File: src/hdl/dtr_regs.svh
// Register offsets, field positions, reset values and cycle counts of the DMA request controller.
// Summary of operation
// [RULE1] Mode register bit 2 picks burst (0) or cycle-steal (1); reset gives burst.
// [RULE2] In burst mode an accepted channel locks out all others until it ends or stops.
// [RULE3] Control register bit 4 picks edge (0) or level (1) sensing; reset gives edge.
// [RULE4] Software uses level sensing only for the pin source in burst mode.
// [RULE5] Edge sensing sets the request flag on a falling request pin.
// [RULE6] Burst edge flag clears on permission clear, software clear, end, or stop pin low.
// [RULE7] Bus priority is refresh, then hold, then DMA, then CPU.
// [RULE8] Refresh stops DMA at the cycle end; transfer resumes where it stopped.
// [RULE9] After a burst ends the CPU gets one bus cycle before another channel starts.
// [RULE10] Level sensing makes the flag follow the pin: 1 while low, 0 while high.
// [RULE11] Level pin high mid-transfer pauses at cycle end, keeps permission, resumes later.
// [RULE12] A finished level-sensed burst clears permission and returns the bus to the CPU.
// [RULE13] Software uses edge sensing on every cycle-steal channel.
// [RULE14] Cycle-steal clears the request flag when the serving transfer cycle starts.
// [RULE15] Cycle-steal moves one unit per grant, keeping the bus only if requests remain.
// [RULE16] Cycle-steal re-ranks channels at every cycle end and starts the highest one.
// [RULE17] Cycle-steal flag clearing keeps permission; a new flag resumes the channel.
// [RULE18] Counter at 0, or counter and block counter at 0 in chain mode, ends transfer.
// [RULE19] A new falling pin edge during a cycle-steal cycle sets the flag again.
// [RULE20] A channel is accepted only with permission and flag both 1; reset clears permission.
// [RULE21] Fixed priority ranks channels 0, 1, 2, 3 from highest to lowest.
// [RULE22] Request and stop pins pass a two-stage synchroniser before any use.
`ifndef DTR_REGS_SVH
`define DTR_REGS_SVH
`define DTR_GCTL_OFS        8'h00
`define DTR_FLAG_OFS        8'h04
`define DTR_STAT_OFS        8'h08
`define DTR_MODE_SUB        4'h0
`define DTR_CTRL_SUB        4'h4
`define DTR_CNT_SUB         4'h8
`define DTR_BLK_SUB         4'hc
`define DTR_MODE_CHAIN_BIT  0
`define DTR_MODE_CSTEAL_BIT 2
`define DTR_CTRL_LEVEL_BIT  4
`define DTR_SRC_EXT         4'h1
`define DTR_SRC_SW          4'h2
`define DTR_SWREQ_LSB       8
`define DTR_REG_RESET       16'h0000
`define DTR_XFER_CYCLES     2
`define DTR_CPU_GAP_CYCLES  2
`define DTR_RESP_OKAY       2'h0
`define DTR_RESP_SLVERR     2'h2
`endif

File: src/hdl/dtr_pkg.sv
// Types shared by the DMA request controller.
package dtr_pkg;
    typedef enum logic [1:0] {
        ST_IDLE = 2'h1,
        ST_XFER = 2'h2
    } dtr_state_t;

    typedef enum logic [3:0] {
        OWN_CPU     = 4'h1,
        OWN_DMA     = 4'h2,
        OWN_HOLD    = 4'h4,
        OWN_REFRESH = 4'h8
    } dtr_owner_t;

    typedef struct packed {
        logic [15:0] mode;
        logic [15:0] ctrl;
        logic [15:0] cnt;
        logic [15:0] cnt_init;
        logic [15:0] blk;
    } dtr_chan_t;
endpackage : dtr_pkg

File: src/hdl/dtr_top.sv
// DMA request, transfer-mode and bus-ownership control for four channels.
`timescale 1ns/1ps
`include "dtr_regs.svh"
module dtr_top #(
    parameter int XFER_CYCLES    = `DTR_XFER_CYCLES,
    parameter int CPU_GAP_CYCLES = `DTR_CPU_GAP_CYCLES
) (
    input  wire logic        I_REF_CLK,
    input  wire logic        I_SYS_RST,
    input  wire logic [7:0]  I_S_AXI_AWADDR,
    input  wire logic        I_S_AXI_AWVALID,
    output wire logic        O_S_AXI_AWREADY,
    input  wire logic [31:0] I_S_AXI_WDATA,
    input  wire logic [3:0]  I_S_AXI_WSTRB,
    input  wire logic        I_S_AXI_WVALID,
    output wire logic        O_S_AXI_WREADY,
    output wire logic [1:0]  O_S_AXI_BRESP,
    output wire logic        O_S_AXI_BVALID,
    input  wire logic        I_S_AXI_BREADY,
    input  wire logic [7:0]  I_S_AXI_ARADDR,
    input  wire logic        I_S_AXI_ARVALID,
    output wire logic        O_S_AXI_ARREADY,
    output wire logic [31:0] O_S_AXI_RDATA,
    output wire logic [1:0]  O_S_AXI_RRESP,
    output wire logic        O_S_AXI_RVALID,
    input  wire logic        I_S_AXI_RREADY,
    input  wire logic [3:0]  I_EXTERNAL_REQUEST_PIN_N,
    input  wire logic        I_FORCED_STOP_PIN_N,
    input  wire logic        I_REFRESH_REQ,
    input  wire logic        I_HOLD_REQ,
    output wire logic [3:0]  O_BUS_OWNER,
    output wire logic        O_XFER_START,
    output wire logic [1:0]  O_XFER_CHAN
);
    localparam logic [3:0] CYC_LAST = 4'(XFER_CYCLES - 1);
    localparam logic [3:0] GAP_INIT = 4'(CPU_GAP_CYCLES);

    generate
        if (XFER_CYCLES < 1 || XFER_CYCLES > 16 || CPU_GAP_CYCLES < 2 || CPU_GAP_CYCLES > 15)
        begin : g_bad_param
            $error("dtr_top: cycle count parameter out of range");
        end
    endgenerate

    logic [3:0]             req_s1_r;
    logic [3:0]             req_s2_r;
    logic [3:0]             req_s3_r;
    logic                   stop_s1_r;
    logic                   stop_s2_r;
    dtr_pkg::dtr_chan_t     chan_r [4];
    logic [3:0]             perm_r;
    logic [3:0]             flag_r;
    dtr_pkg::dtr_state_t    state_r;
    dtr_pkg::dtr_state_t    state_nxt;
    dtr_pkg::dtr_owner_t    owner_r;
    dtr_pkg::dtr_owner_t    owner_nxt;
    logic [1:0]             chan_cur_r;
    logic [1:0]             lock_ch_r;
    logic                   lock_v_r;
    logic                   stop_pend_r;
    logic [3:0]             cyc_cnt_r;
    logic [3:0]             gap_r;
    logic                   start_r;
    logic [1:0]             pick;
    logic                   aw_hold_r;
    logic                   w_hold_r;
    logic [7:0]             awaddr_r;
    logic [31:0]            wdata_r;
    logic [3:0]             wstrb_r;
    logic                   bvalid_r;
    logic [1:0]             bresp_r;
    logic                   rvalid_r;
    logic [31:0]            rdata_r;
    logic [1:0]             rresp_r;
    logic [31:0]            rd_data;
    logic                   rd_ok;

    // Pins come from outside the clock domain; logic reads the second stage, and the third only for request edge detection.
    always_ff @(posedge I_REF_CLK)
    begin
        if (I_SYS_RST)
        begin
            req_s1_r  <= 4'hf;
            req_s2_r  <= 4'hf;
            req_s3_r  <= 4'hf;
            stop_s1_r <= 1'b1;
            stop_s2_r <= 1'b1;
        end
        else
        begin
            req_s1_r  <= I_EXTERNAL_REQUEST_PIN_N; // see [RULE22]
            req_s2_r  <= req_s1_r;
            req_s3_r  <= req_s2_r;
            stop_s1_r <= I_FORCED_STOP_PIN_N; // see [RULE22]
            stop_s2_r <= stop_s1_r;
        end
    end

    wire [3:0]  req_fall = req_s3_r & ~req_s2_r;

    // Register write decode.
    wire        wr_fire  = aw_hold_r & w_hold_r & ~bvalid_r;
    wire        wr_ch_ok = (awaddr_r[7:4] >= 4'h1) && (awaddr_r[7:4] <= 4'h4);
    wire        wr_al    = awaddr_r[1:0] == 2'h0;
    wire        gctl_wr  = wr_fire && awaddr_r == `DTR_GCTL_OFS;
    wire        flag_wr  = wr_fire && awaddr_r == `DTR_FLAG_OFS;
    wire        stat_hit = awaddr_r == `DTR_STAT_OFS;
    wire        ch_wr    = wr_fire & wr_ch_ok & wr_al;
    wire [1:0]  wr_ch    = awaddr_r[5:4] - 2'h1;
    wire [15:0] wmask    = {{8{wstrb_r[1]}}, {8{wstrb_r[0]}}};
    wire [15:0] wr_bits  = wdata_r[15:0] & wmask;
    wire        wr_good  = ch_wr | gctl_wr | flag_wr | (stat_hit & wr_fire);

    // Transfer engine decode.
    wire        in_xfer   = state_r == dtr_pkg::ST_XFER;
    wire        bus_busy  = I_REFRESH_REQ | I_HOLD_REQ;
    wire        cyc_end   = in_xfer && cyc_cnt_r == 4'h0;
    dtr_pkg::dtr_chan_t cur;
    assign cur = chan_r[chan_cur_r];
    wire [15:0] cnt_dec   = cur.cnt - 16'h1;
    wire        cur_chain = cur.mode[`DTR_MODE_CHAIN_BIT];
    wire        cur_burst = ~cur.mode[`DTR_MODE_CSTEAL_BIT];
    wire        all_done  = cnt_dec == 16'h0 && (!cur_chain || cur.blk == 16'h0);
    wire        whole_end = cyc_end & all_done; // see [RULE18]
    wire        stop_now  = in_xfer & ~stop_s2_r;
    wire        term      = cyc_end & (all_done | stop_pend_r | stop_now);
    wire [3:0]  eligible;
    wire [3:0]  cs_clr;
    wire [3:0]  level_m;
    wire [3:0]  ext_m;
    wire        any_elig  = |eligible;
    wire        idle_ok   = state_r == dtr_pkg::ST_IDLE && gap_r == 4'h0; // see [RULE9]
    // A cycle never breaks mid-way; refresh or hold wait for its end.
    wire        go        = any_elig & ~bus_busy & (idle_ok | (cyc_end & ~term)); // see [RULE8]

    genvar gi;
    generate
        for (gi = 0; gi < 4; gi++)
        begin : g_ch
            wire is_lock = lock_ch_r == 2'(gi);
            assign ext_m[gi]    = chan_r[gi].ctrl[3:0] == `DTR_SRC_EXT;
            assign level_m[gi]  = ext_m[gi] & chan_r[gi].ctrl[`DTR_CTRL_LEVEL_BIT]; // see [RULE3]
            assign eligible[gi] = perm_r[gi] & flag_r[gi] & (~lock_v_r | is_lock); // see [RULE20]
            assign cs_clr[gi]   = go && pick == 2'(gi)
                                  && chan_r[gi].mode[`DTR_MODE_CSTEAL_BIT]; // see [RULE14]
        end
    endgenerate

    // Lowest numbered eligible channel wins.
    always_comb
    begin
        pick = 2'h0;
        for (int k = 3; k >= 0; k--)
        begin
            if (eligible[k])
            begin
                pick = 2'(k); // see [RULE21]
            end
        end
    end

    assign state_nxt = go ? dtr_pkg::ST_XFER : (cyc_end ? dtr_pkg::ST_IDLE : state_r);
    assign owner_nxt = (state_nxt == dtr_pkg::ST_XFER) ? dtr_pkg::OWN_DMA :
                       I_REFRESH_REQ ? dtr_pkg::OWN_REFRESH :
                       I_HOLD_REQ ? dtr_pkg::OWN_HOLD : dtr_pkg::OWN_CPU; // see [RULE7]

    always_ff @(posedge I_REF_CLK)
    begin
        if (I_SYS_RST)
        begin
            state_r     <= dtr_pkg::ST_IDLE;
            owner_r     <= dtr_pkg::OWN_CPU;
            chan_cur_r  <= 2'h0;
            cyc_cnt_r   <= 4'h0;
            start_r     <= 1'b0;
            stop_pend_r <= 1'b0;
        end
        else
        begin
            state_r     <= state_nxt;
            owner_r     <= owner_nxt; // see [RULE15]
            start_r     <= go;
            stop_pend_r <= cyc_end ? 1'b0 : (stop_pend_r | stop_now);
            if (go)
            begin
                chan_cur_r <= pick; // see [RULE16]
                cyc_cnt_r  <= CYC_LAST;
            end
            else if (in_xfer)
            begin
                cyc_cnt_r <= cyc_cnt_r - 4'h1;
            end
        end
    end

    // Burst lock and the CPU bus cycle that follows a finished burst.
    always_ff @(posedge I_REF_CLK)
    begin
        if (I_SYS_RST)
        begin
            lock_v_r  <= 1'b0;
            lock_ch_r <= 2'h0;
            gap_r     <= 4'h0;
        end
        else
        begin
            if (term)
            begin
                lock_v_r <= 1'b0;
            end
            else if (go && !chan_r[pick].mode[`DTR_MODE_CSTEAL_BIT])
            begin
                lock_v_r  <= 1'b1; // see [RULE2]
                lock_ch_r <= pick;
            end
            else if (lock_v_r && !perm_r[lock_ch_r])
            begin
                lock_v_r <= 1'b0;
            end
            if (term && cur_burst)
            begin
                gap_r <= GAP_INIT; // see [RULE9]
            end
            else if (gap_r != 4'h0)
            begin
                gap_r <= gap_r - 4'h1;
            end
        end
    end

    // Channel registers, permission bits and request flags.
    always_ff @(posedge I_REF_CLK)
    begin
        if (I_SYS_RST)
        begin
            perm_r <= 4'h0; // see [RULE20]
            flag_r <= 4'h0;
            for (int k = 0; k < 4; k++)
            begin
                chan_r[k] <= '0; // see [RULE1]
            end
        end
        else
        begin
            for (int k = 0; k < 4; k++)
            begin
                automatic logic is_cur = chan_cur_r == 2'(k);
                automatic logic sw_set = flag_wr && wstrb_r[1] && wdata_r[`DTR_SWREQ_LSB + k]
                                         && chan_r[k].ctrl[3:0] == `DTR_SRC_SW;
                automatic logic set_f  = (ext_m[k] & req_fall[k]) | sw_set; // see [RULE5]
                automatic logic clr_f  = (gctl_wr & wstrb_r[0] & ~wdata_r[k])
                                         | (flag_wr & wstrb_r[0] & ~wdata_r[k])
                                         | (whole_end & is_cur) | (stop_now & is_cur)
                                         | cs_clr[k]; // see [RULE6]
                if (level_m[k])
                begin
                    flag_r[k] <= ~req_s2_r[k]; // see [RULE10] [RULE11]
                end
                else if (set_f)
                begin
                    flag_r[k] <= 1'b1; // see [RULE19] [RULE17]
                end
                else if (clr_f)
                begin
                    flag_r[k] <= 1'b0;
                end
                if (gctl_wr && wstrb_r[0])
                begin
                    perm_r[k] <= wdata_r[k];
                end
                else if (whole_end && is_cur)
                begin
                    perm_r[k] <= 1'b0; // see [RULE12] [RULE18]
                end
                if (ch_wr && wr_ch == 2'(k))
                begin
                    case (awaddr_r[3:0])
                        `DTR_MODE_SUB:
                            chan_r[k].mode <= (chan_r[k].mode & ~wmask) | (wdata_r[15:0] & wmask);
                        `DTR_CTRL_SUB:
                            chan_r[k].ctrl <= (chan_r[k].ctrl & ~wmask) | (wdata_r[15:0] & wmask);
                        `DTR_CNT_SUB:
                        begin
                            chan_r[k].cnt      <= (chan_r[k].cnt & ~wmask) | wr_bits;
                            chan_r[k].cnt_init <= (chan_r[k].cnt_init & ~wmask) | wr_bits;
                        end
                        default:
                            chan_r[k].blk <= (chan_r[k].blk & ~wmask) | (wdata_r[15:0] & wmask);
                    endcase
                end
                else if (cyc_end && is_cur)
                begin
                    if (cnt_dec == 16'h0 && cur_chain && chan_r[k].blk != 16'h0)
                    begin
                        chan_r[k].cnt <= chan_r[k].cnt_init;
                        chan_r[k].blk <= chan_r[k].blk - 16'h1;
                    end
                    else
                    begin
                        chan_r[k].cnt <= cnt_dec;
                    end
                end
            end
        end
    end

    // Register read mux.
    wire [1:0]  rd_ch    = I_S_AXI_ARADDR[5:4] - 2'h1;
    wire        rd_ch_ok = I_S_AXI_ARADDR[7:4] >= 4'h1 && I_S_AXI_ARADDR[7:4] <= 4'h4;
    always_comb
    begin
        rd_data = 32'h0;
        rd_ok   = I_S_AXI_ARADDR[1:0] == 2'h0;
        if (rd_ch_ok)
        begin
            case (I_S_AXI_ARADDR[3:0])
                `DTR_MODE_SUB: rd_data = {16'h0, chan_r[rd_ch].mode};
                `DTR_CTRL_SUB: rd_data = {16'h0, chan_r[rd_ch].ctrl};
                `DTR_CNT_SUB:  rd_data = {16'h0, chan_r[rd_ch].cnt};
                default:       rd_data = {16'h0, chan_r[rd_ch].blk};
            endcase
        end
        else if (I_S_AXI_ARADDR == `DTR_GCTL_OFS)
        begin
            rd_data = {28'h0, perm_r};
        end
        else if (I_S_AXI_ARADDR == `DTR_FLAG_OFS)
        begin
            rd_data = {28'h0, flag_r};
        end
        else if (I_S_AXI_ARADDR == `DTR_STAT_OFS)
        begin
            rd_data = {22'h0, owner_r, lock_v_r, lock_ch_r, chan_cur_r, in_xfer};
        end
        else
        begin
            rd_ok = 1'b0;
        end
    end

    // AXI4-Lite slave: address and data latch in either order, response after both.
    always_ff @(posedge I_REF_CLK)
    begin
        if (I_SYS_RST)
        begin
            aw_hold_r <= 1'b0;
            w_hold_r  <= 1'b0;
            awaddr_r  <= 8'h0;
            wdata_r   <= 32'h0;
            wstrb_r   <= 4'h0;
            bvalid_r  <= 1'b0;
            bresp_r   <= `DTR_RESP_OKAY;
            rvalid_r  <= 1'b0;
            rdata_r   <= 32'h0;
            rresp_r   <= `DTR_RESP_OKAY;
        end
        else
        begin
            if (I_S_AXI_AWVALID && O_S_AXI_AWREADY)
            begin
                aw_hold_r <= 1'b1;
                awaddr_r  <= I_S_AXI_AWADDR;
            end
            if (I_S_AXI_WVALID && O_S_AXI_WREADY)
            begin
                w_hold_r <= 1'b1;
                wdata_r  <= I_S_AXI_WDATA;
                wstrb_r  <= I_S_AXI_WSTRB;
            end
            if (wr_fire)
            begin
                aw_hold_r <= 1'b0;
                w_hold_r  <= 1'b0;
                bvalid_r  <= 1'b1;
                bresp_r   <= wr_good ? `DTR_RESP_OKAY : `DTR_RESP_SLVERR;
            end
            else if (I_S_AXI_BREADY)
            begin
                bvalid_r <= 1'b0;
            end
            if (I_S_AXI_ARVALID && O_S_AXI_ARREADY)
            begin
                rvalid_r <= 1'b1;
                rdata_r  <= rd_ok ? rd_data : 32'h0;
                rresp_r  <= rd_ok ? `DTR_RESP_OKAY : `DTR_RESP_SLVERR;
            end
            else if (I_S_AXI_RREADY)
            begin
                rvalid_r <= 1'b0;
            end
        end
    end

    assign O_S_AXI_AWREADY = ~aw_hold_r & ~bvalid_r;
    assign O_S_AXI_WREADY  = ~w_hold_r & ~bvalid_r;
    assign O_S_AXI_BVALID  = bvalid_r;
    assign O_S_AXI_BRESP   = bresp_r;
    assign O_S_AXI_ARREADY = ~rvalid_r;
    assign O_S_AXI_RVALID  = rvalid_r;
    assign O_S_AXI_RDATA   = rdata_r;
    assign O_S_AXI_RRESP   = rresp_r;
    assign O_BUS_OWNER     = owner_r;
    assign O_XFER_START    = start_r;
    assign O_XFER_CHAN     = chan_cur_r;
endmodule : dtr_top

File: config.mk
export PLATFORM = sky130hd
export DESIGN_NAME = dtr_top
export DESIGN_NICKNAME = d
export VERILOG_FILES = /design/src/hdl/dtr_pkg.sv /design/src/hdl/dtr_top.sv
export VERILOG_INCLUDE_DIRS = /design/src /design/src/hdl
export SDC_FILE = /design/constraint.sdc
export NUM_CORES = 1
export LEC_CHECK = 0
export ABC_AREA = 0
export BUFFER_PORTS_ARGS = -buffer_cell sky130_fd_sc_hd__buf_2
export CAP_MARGIN = 20
export CORE_MARGIN = 4
export CORE_UTILIZATION = 50
export DETAILED_ROUTE_END_ITERATION = 8
export PLACE_DENSITY = 0.74
export SKIP_LAST_GASP = 1
export SLEW_MARGIN = 20
export SYNTH_ARGS = -nofsm -noshare
export SYNTH_HDL_FRONTEND = slang
export SYNTH_SLANG_ARGS = --single-unit
File: constraint.sdc
create_clock -name I_REF_CLK -period 5.3 [get_ports I_REF_CLK]
set_clock_uncertainty 0.05 [all_clocks]
set_input_delay 0.53 -clock I_REF_CLK [delete_from_list [all_inputs] [get_ports I_REF_CLK]]
set_output_delay 0.53 -clock I_REF_CLK [all_outputs]
set_load 0.05 [all_outputs]
# [Word-level counts from Yosys, hierarchy flattened]
# Memories as Yosys holds them, arrays and structs flattened. A register that Yosys moved wholly into a read port is not among the register bits.
# Index checks and enable logic that the tools add are counted.
[classes] addsub=9 order_cmp=5 n_eq_ne=31 n_mux=181 bitwise_logic=172 n_reduce_logical=94
[ops] op="two-way mux 16 bit" n=32
[ops] op="AND 16 bit" n=21
[ops] op="OR 16 bit" n=20
[ops] op="two-way mux 1 bit" n=127
[ops] op="subtractor 16 x 1 -> 16 bit (second input constant)" n=5
[ops] op="two-way mux 32 bit" n=2
[ops] op="OR 1 bit" n=64
[ops] op="nonzero test 16 bit" n=4
[ops] op="logical AND 1 bit" n=48
[ops] op="one-hot mux 16 bit (3 select lines)" n=1
[ops] op="AND 1 bit" n=47
[ops] op="zero test 16 bit" n=2
[ops] op="two-way mux 10 bit" n=3
[ops] op="two-way mux 2 bit" n=13
[ops] op="equality test 2 bit (second input constant)" n=10
[ops] op="nonzero test 2 bit" n=9
[ops] op="inverter 1 bit" n=17
[ops] op="equality test 4 x 1 -> 1 bit (second input constant)" n=4
[ops] op="equality test 4 x 2 -> 1 bit (second input constant)" n=4
[ops] op="equality test 8 x 3 -> 1 bit (second input constant)" n=2
[ops] op="equality test 8 x 4 -> 1 bit (second input constant)" n=2
[ops] op="zero test 4 bit" n=4
[ops] op="zero test 8 bit" n=2
[ops] op="inverter 16 bit" n=1
[ops] op="other kinds (22)" n=48
[word_totals] reg_bits=109 ram_bits=320 elab_cells=529 n_memories=1
[memory_table] memory="chan_r" depth=4 word_bits=80 rd=7 rd_ports_with_merged_regs=1 wr=4 line="dtr_top.sv:50" rtl="dtr_pkg::dtr_chan_t chan_r [4];"

# [Depth between registers and ports, before layout]
[logic_depth] depth_word=16 mapped_depth=16 ltp_nobuf=12

# [Least setup slack after synthesis]
# No wires, ideal clock.
[synth_path] kind="input to register" startpoint="input I_S_AXI_ARADDR[4]" endpoint="register rdata_r[4], in the netlist O_S_AXI_RDATA[4]" t_arrival_ns=4.223 required_time_ns=5.122 slack_ns=0.899 path_stages=13 n_path_buf=6 cell_sequence="clkbuf_1 -> clkbuf_1 -> buf_1 -> inv_1 -> ha_1 -> clkbuf_1 -> clkbuf_1 -> buf_1 -> mux4_2 -> a22oi_1 -> o2bb2ai_1 -> a22oi_1 -> nor2_1"
[synth_between] elab_chain_len=6 elab_cells_between_ends=18 classes_between="1 x add/sub; 2 x order compare; 2 x eq/ne; 10 x mux; 2 x reduce/logical; 1 x memory"
[synth_lines] element="start: declaration" line="dtr_top.sv:20" rtl="input wire logic [7:0] I_S_AXI_ARADDR,"
[synth_lines] element="parallel branches: the longest is 5 deep, another holds memory read (4 x 80 bit)"
[synth_lines] element="two-way mux 32 bit *" line="dtr_top.sv:384" rtl="rdata_r <= rd_ok ? rd_data : 32'h0;"
[synth_lines] element="end signal: assignment" line="dtr_top.sv:384"
[synth_lines] element="end: declaration" line="dtr_top.sv:73" rtl="logic [31:0] rdata_r;"
# Mark *: on every way between the ends.
# A chain may end at the register's enable or synchronous reset.

==> metrics.yaml <==
sta:
  whs_ns: 0.0757
  setup_tns_ns: 0
  period_share_pct: 89.0
  rsz0062_at_grt: "no"
  slew_headroom_pct: 23.6
  timing.fmax_ghz: 0.212
  setup_ws_ns: 0.582
  worst_pin_slew_ns: 1.14
  min_period_ns: 4.72
  finalHoldViolCount: 0
  report.final.setup_viol: 0
  maxSlewViolCount: 0
routing:
  vias_per_cell: 6.68
  dr.first_iter.drc_count: 3026
  drt_wl_total_um: 75000
  post_drt_wl_per_cell_um: 25.5
  drcViolationCount: 0
  dr.pass1.iters: 7
  vias: 19649
  final_antenna_net_count: 0
placed_design:
  port_buffers: 77
  place.gp.congestion: 0.969
  place_ws_ns: 0.681
  dp_hpwl_um: 49300
floorplanning:
  design.die.area_um2: 49600
  die_x_um: 223
  coreArea_um2: 45500
  ios: 114
  initial_utilization_pct: 50.7
  rows: 78
  chipHeight_um: 223
critical_path:
  critPathMaxStageDelay_ns: 0.75
  path_class: "flip-flop to flip-flop"
  startpoint_type: "flip-flop"
  crit_top_cell: "nand2_1"
  cp.required_ns: 5.34
  cp.arrival_ns: 4.75
  reg2reg_slack_ns: 0.58
  endpoint_kind: "flip-flop"
  r2r-end: "chan_r[2][12]"
  path_cells: "buf_4 -> mux2i_1 -> nand2_1 -> o21ai_4 -> ha_1 -> nand2b_1 -> a2111oi_0 -> o21ai_0 -> or4b_2 -> nand3_4 -> nor4_4 -> nand2_1 -> nand3_1"
  cp_max_fo: 16
  cp_slowest_cell: "or4b_2"
  r2r_cells: 13
synth:
  yosysTopAreaCellShare_pct: 41.7
  synth-edff-count: 320
  yosysWarnings: 0
  avgSynthCellArea_um2: 10.1
  ys_async_sr_fraction_pct: 0
  netlist-cell-type-count: 79
  synth_simple_gate_area_share_pct: 15.3
  synth_fa_ha_area_share_pct: 0.815
  synthCells: 2290
  yosysSeqAreaShare_pct: 49.8
  synthTopCellsByArea: "edfxtp_1 42%, dfxtp_1 8.1%, mux4_2 8.0%"
  synth_top_family_by_area: "compound AO/OA/AOI/OAI gates"
  synth_xor_area_share_pct: 1.22
  synthMuxAreaShare_pct: 10.3
  yosysTopAreaCell: "edfxtp_1"
  synthFlopType: "edfxtp_1"
  ys_ff_latch: 413
  synth_compound_area_share_pct: 17.8
  mappedNetlistArea_um2: 23000
cts:
  tritoncts: "built"
  clock_latency_ns: 0.59
  cts_buffer_depth: 3
  clock-sinks: 413
  htree_levels: 2
  cts-root-buf: "clkbuf_16"
  cts_hold_buf: 0
  post_cts_buffers: 0
  cts.clk_slew.worst_paths_ns: 0.06
  cts_buffers: 46
  ctsResizeCount: 0
grt:
  antenna_found_initial: 1
  grt_overflow: 0
  track_usage_pct: 29.1
  grt_pass1_wl_um: 112000
  grt_pass1_vias: 18345
  grt_max_degree: 88
power:
  ir_drop_mv: 0.316
  cellLeakagePower_nw: 8.97
  pwr-share-comb_pct: 9.5
  p_sw_share_pct: 25.4
  clkPwrFrac_pct: 43.2
  power_frac_seq_pct: 47.3
  internal_power_mw: 5.84
  p_sw_mw: 1.99
  powerDensity_nw_per_um2: 307
finish:
  layout-drive-gt1-share_pct: 15.1
  fin_util_pct: 56.1
  layout.nets: 2385
  area_delta_synth_final_pct: 10.7
  fillerInstances: 3833
worst_hold_path:
  worstHoldEndpoint: "req_s1_r[1]"
  min_path_type: "primary input to flip-flop"
  hold_depth: 2
  min-delay-start: "I_EXTERNAL_REQUEST_PIN_N[1]"
run:
  drv_cap: 0
run_status:
  outcome: "finished, final reports clean"
[cells in the mapped netlist (all sizes together) (39+ instances only)]
cell type  number
o22ai          82
mux4           82
o21ai          51
inv            75
nand3          65
dfxtp          93
buf            52
nor2          150
a21boi         50
nand2         346
a31oi          39
a21oi         345
edfxtp        320
clkbuf        134
[layout by cell type (no fill, tap or decap), types with 31 or more instances in the layout]
master / instances
buf_2: 76
clkbuf_16: 50
dfxtp_1: 92
a21oi_1: 345
o221ai_1: 31
nor2_1: 150
a31oi_1: 39
nand2_1: 346
inv_1: 73
a21boi_0: 50
mux4_2: 82
o22ai_1: 82
edfxtp_1: 320
buf_4: 58
o21ai_0: 50
nand3_1: 64
[worst max-delay path: cells and delay by family, from the launching register on]
family / cells / cell delay (ns)
AOI/OAI and AO/OA: 3 / 0.86
adders and majority gates: 1 / 0.35
buffers and inverters: 1 / 0.25
DFF: 1 / 0.47
muxes: 1 / 0.22
and+or+nand+nor: 7 / 1.98
[through the flow]
step                power (mW)  std cells  instance area [µm²]
floorplan                 4.23       2307                23100
global placement          4.47       2856                23900
detailed placement        4.48       2856                23900
CTS                       7.81       2940                25500
global route              8.01       2940                25500
finish                    7.83       2942                25500
[worst max-delay path by stage]
stage / endpoint / slack [ns] / from / cells after the start
final: chan_r[2][12] / 0.58 / flip-flop / 13
after global placement: chan_r[2][13] / 0.74 / flip-flop / 13
after CTS: chan_r[2][15] / 0.63 / flip-flop / 13
after global routing: chan_r[2][15] / 0.20 / flip-flop / 13
after detailed placement: chan_r[2][15] / 0.68 / flip-flop / 13
after floorplan: O_S_AXI_RDATA[4] / 0.90 / I_S_AXI_ARADDR[4] / 13
[flip-flops by register name, indices dropped and copies added (netlist names), 4 cells and up, named ones only]
signal and count:
O_S_AXI_RDATA 16, req_s1_r 4, req_s3_r 4, wdata_r 16, flag_r 4, awaddr_r 8, cyc_cnt_r 4, perm_r 4
req_s2_r 4, O_BUS_OWNER 4, gap_r 4, chan_r 320
[kinds of logic after synthesis]
family	count (synthesis)
adder cells (fa/ha/maj)	15
XOR/XNOR	32
flip-flops	413
AND/OR/NAND/NOR	758
buffers and inverters	261
AO/OA/AOI/OAI	678
multiplexers	132
other	1
[power by group through the flow]
stage               registers (mW)  logic, mW  clock network, mW
floorplan                     3.73      0.499                  0
finish                        3.70      0.746               3.38
global placement              3.76      0.711                  0
CTS                           3.70      0.725               3.39
global route                  3.71      0.787               3.51
detailed placement            3.76      0.720                  0
[final cells by class]
type	count	area, µm²	share of cell area [%]
antenna	2	5.00	0.0196
sequential	413	11500	45.0
multi-input combinational	1633	10600	41.5
clock inverter	16	189	0.741
tap	600	751	2.94
timing repair buffer	135	836	3.28
inverter	75	287	1.12
clock buffer	68	1390	5.45
[per-layer routing]
metal,global-route usage (%),vias to the layer above,routed length [µm]
met5,0,-,0
met4,13.5,0,3820
met3,7.82,254,9320
met2,44.6,1363,33800
met1,38.9,9457,28000
li1,-,8575,-
(Power assumes the default switching activity.)
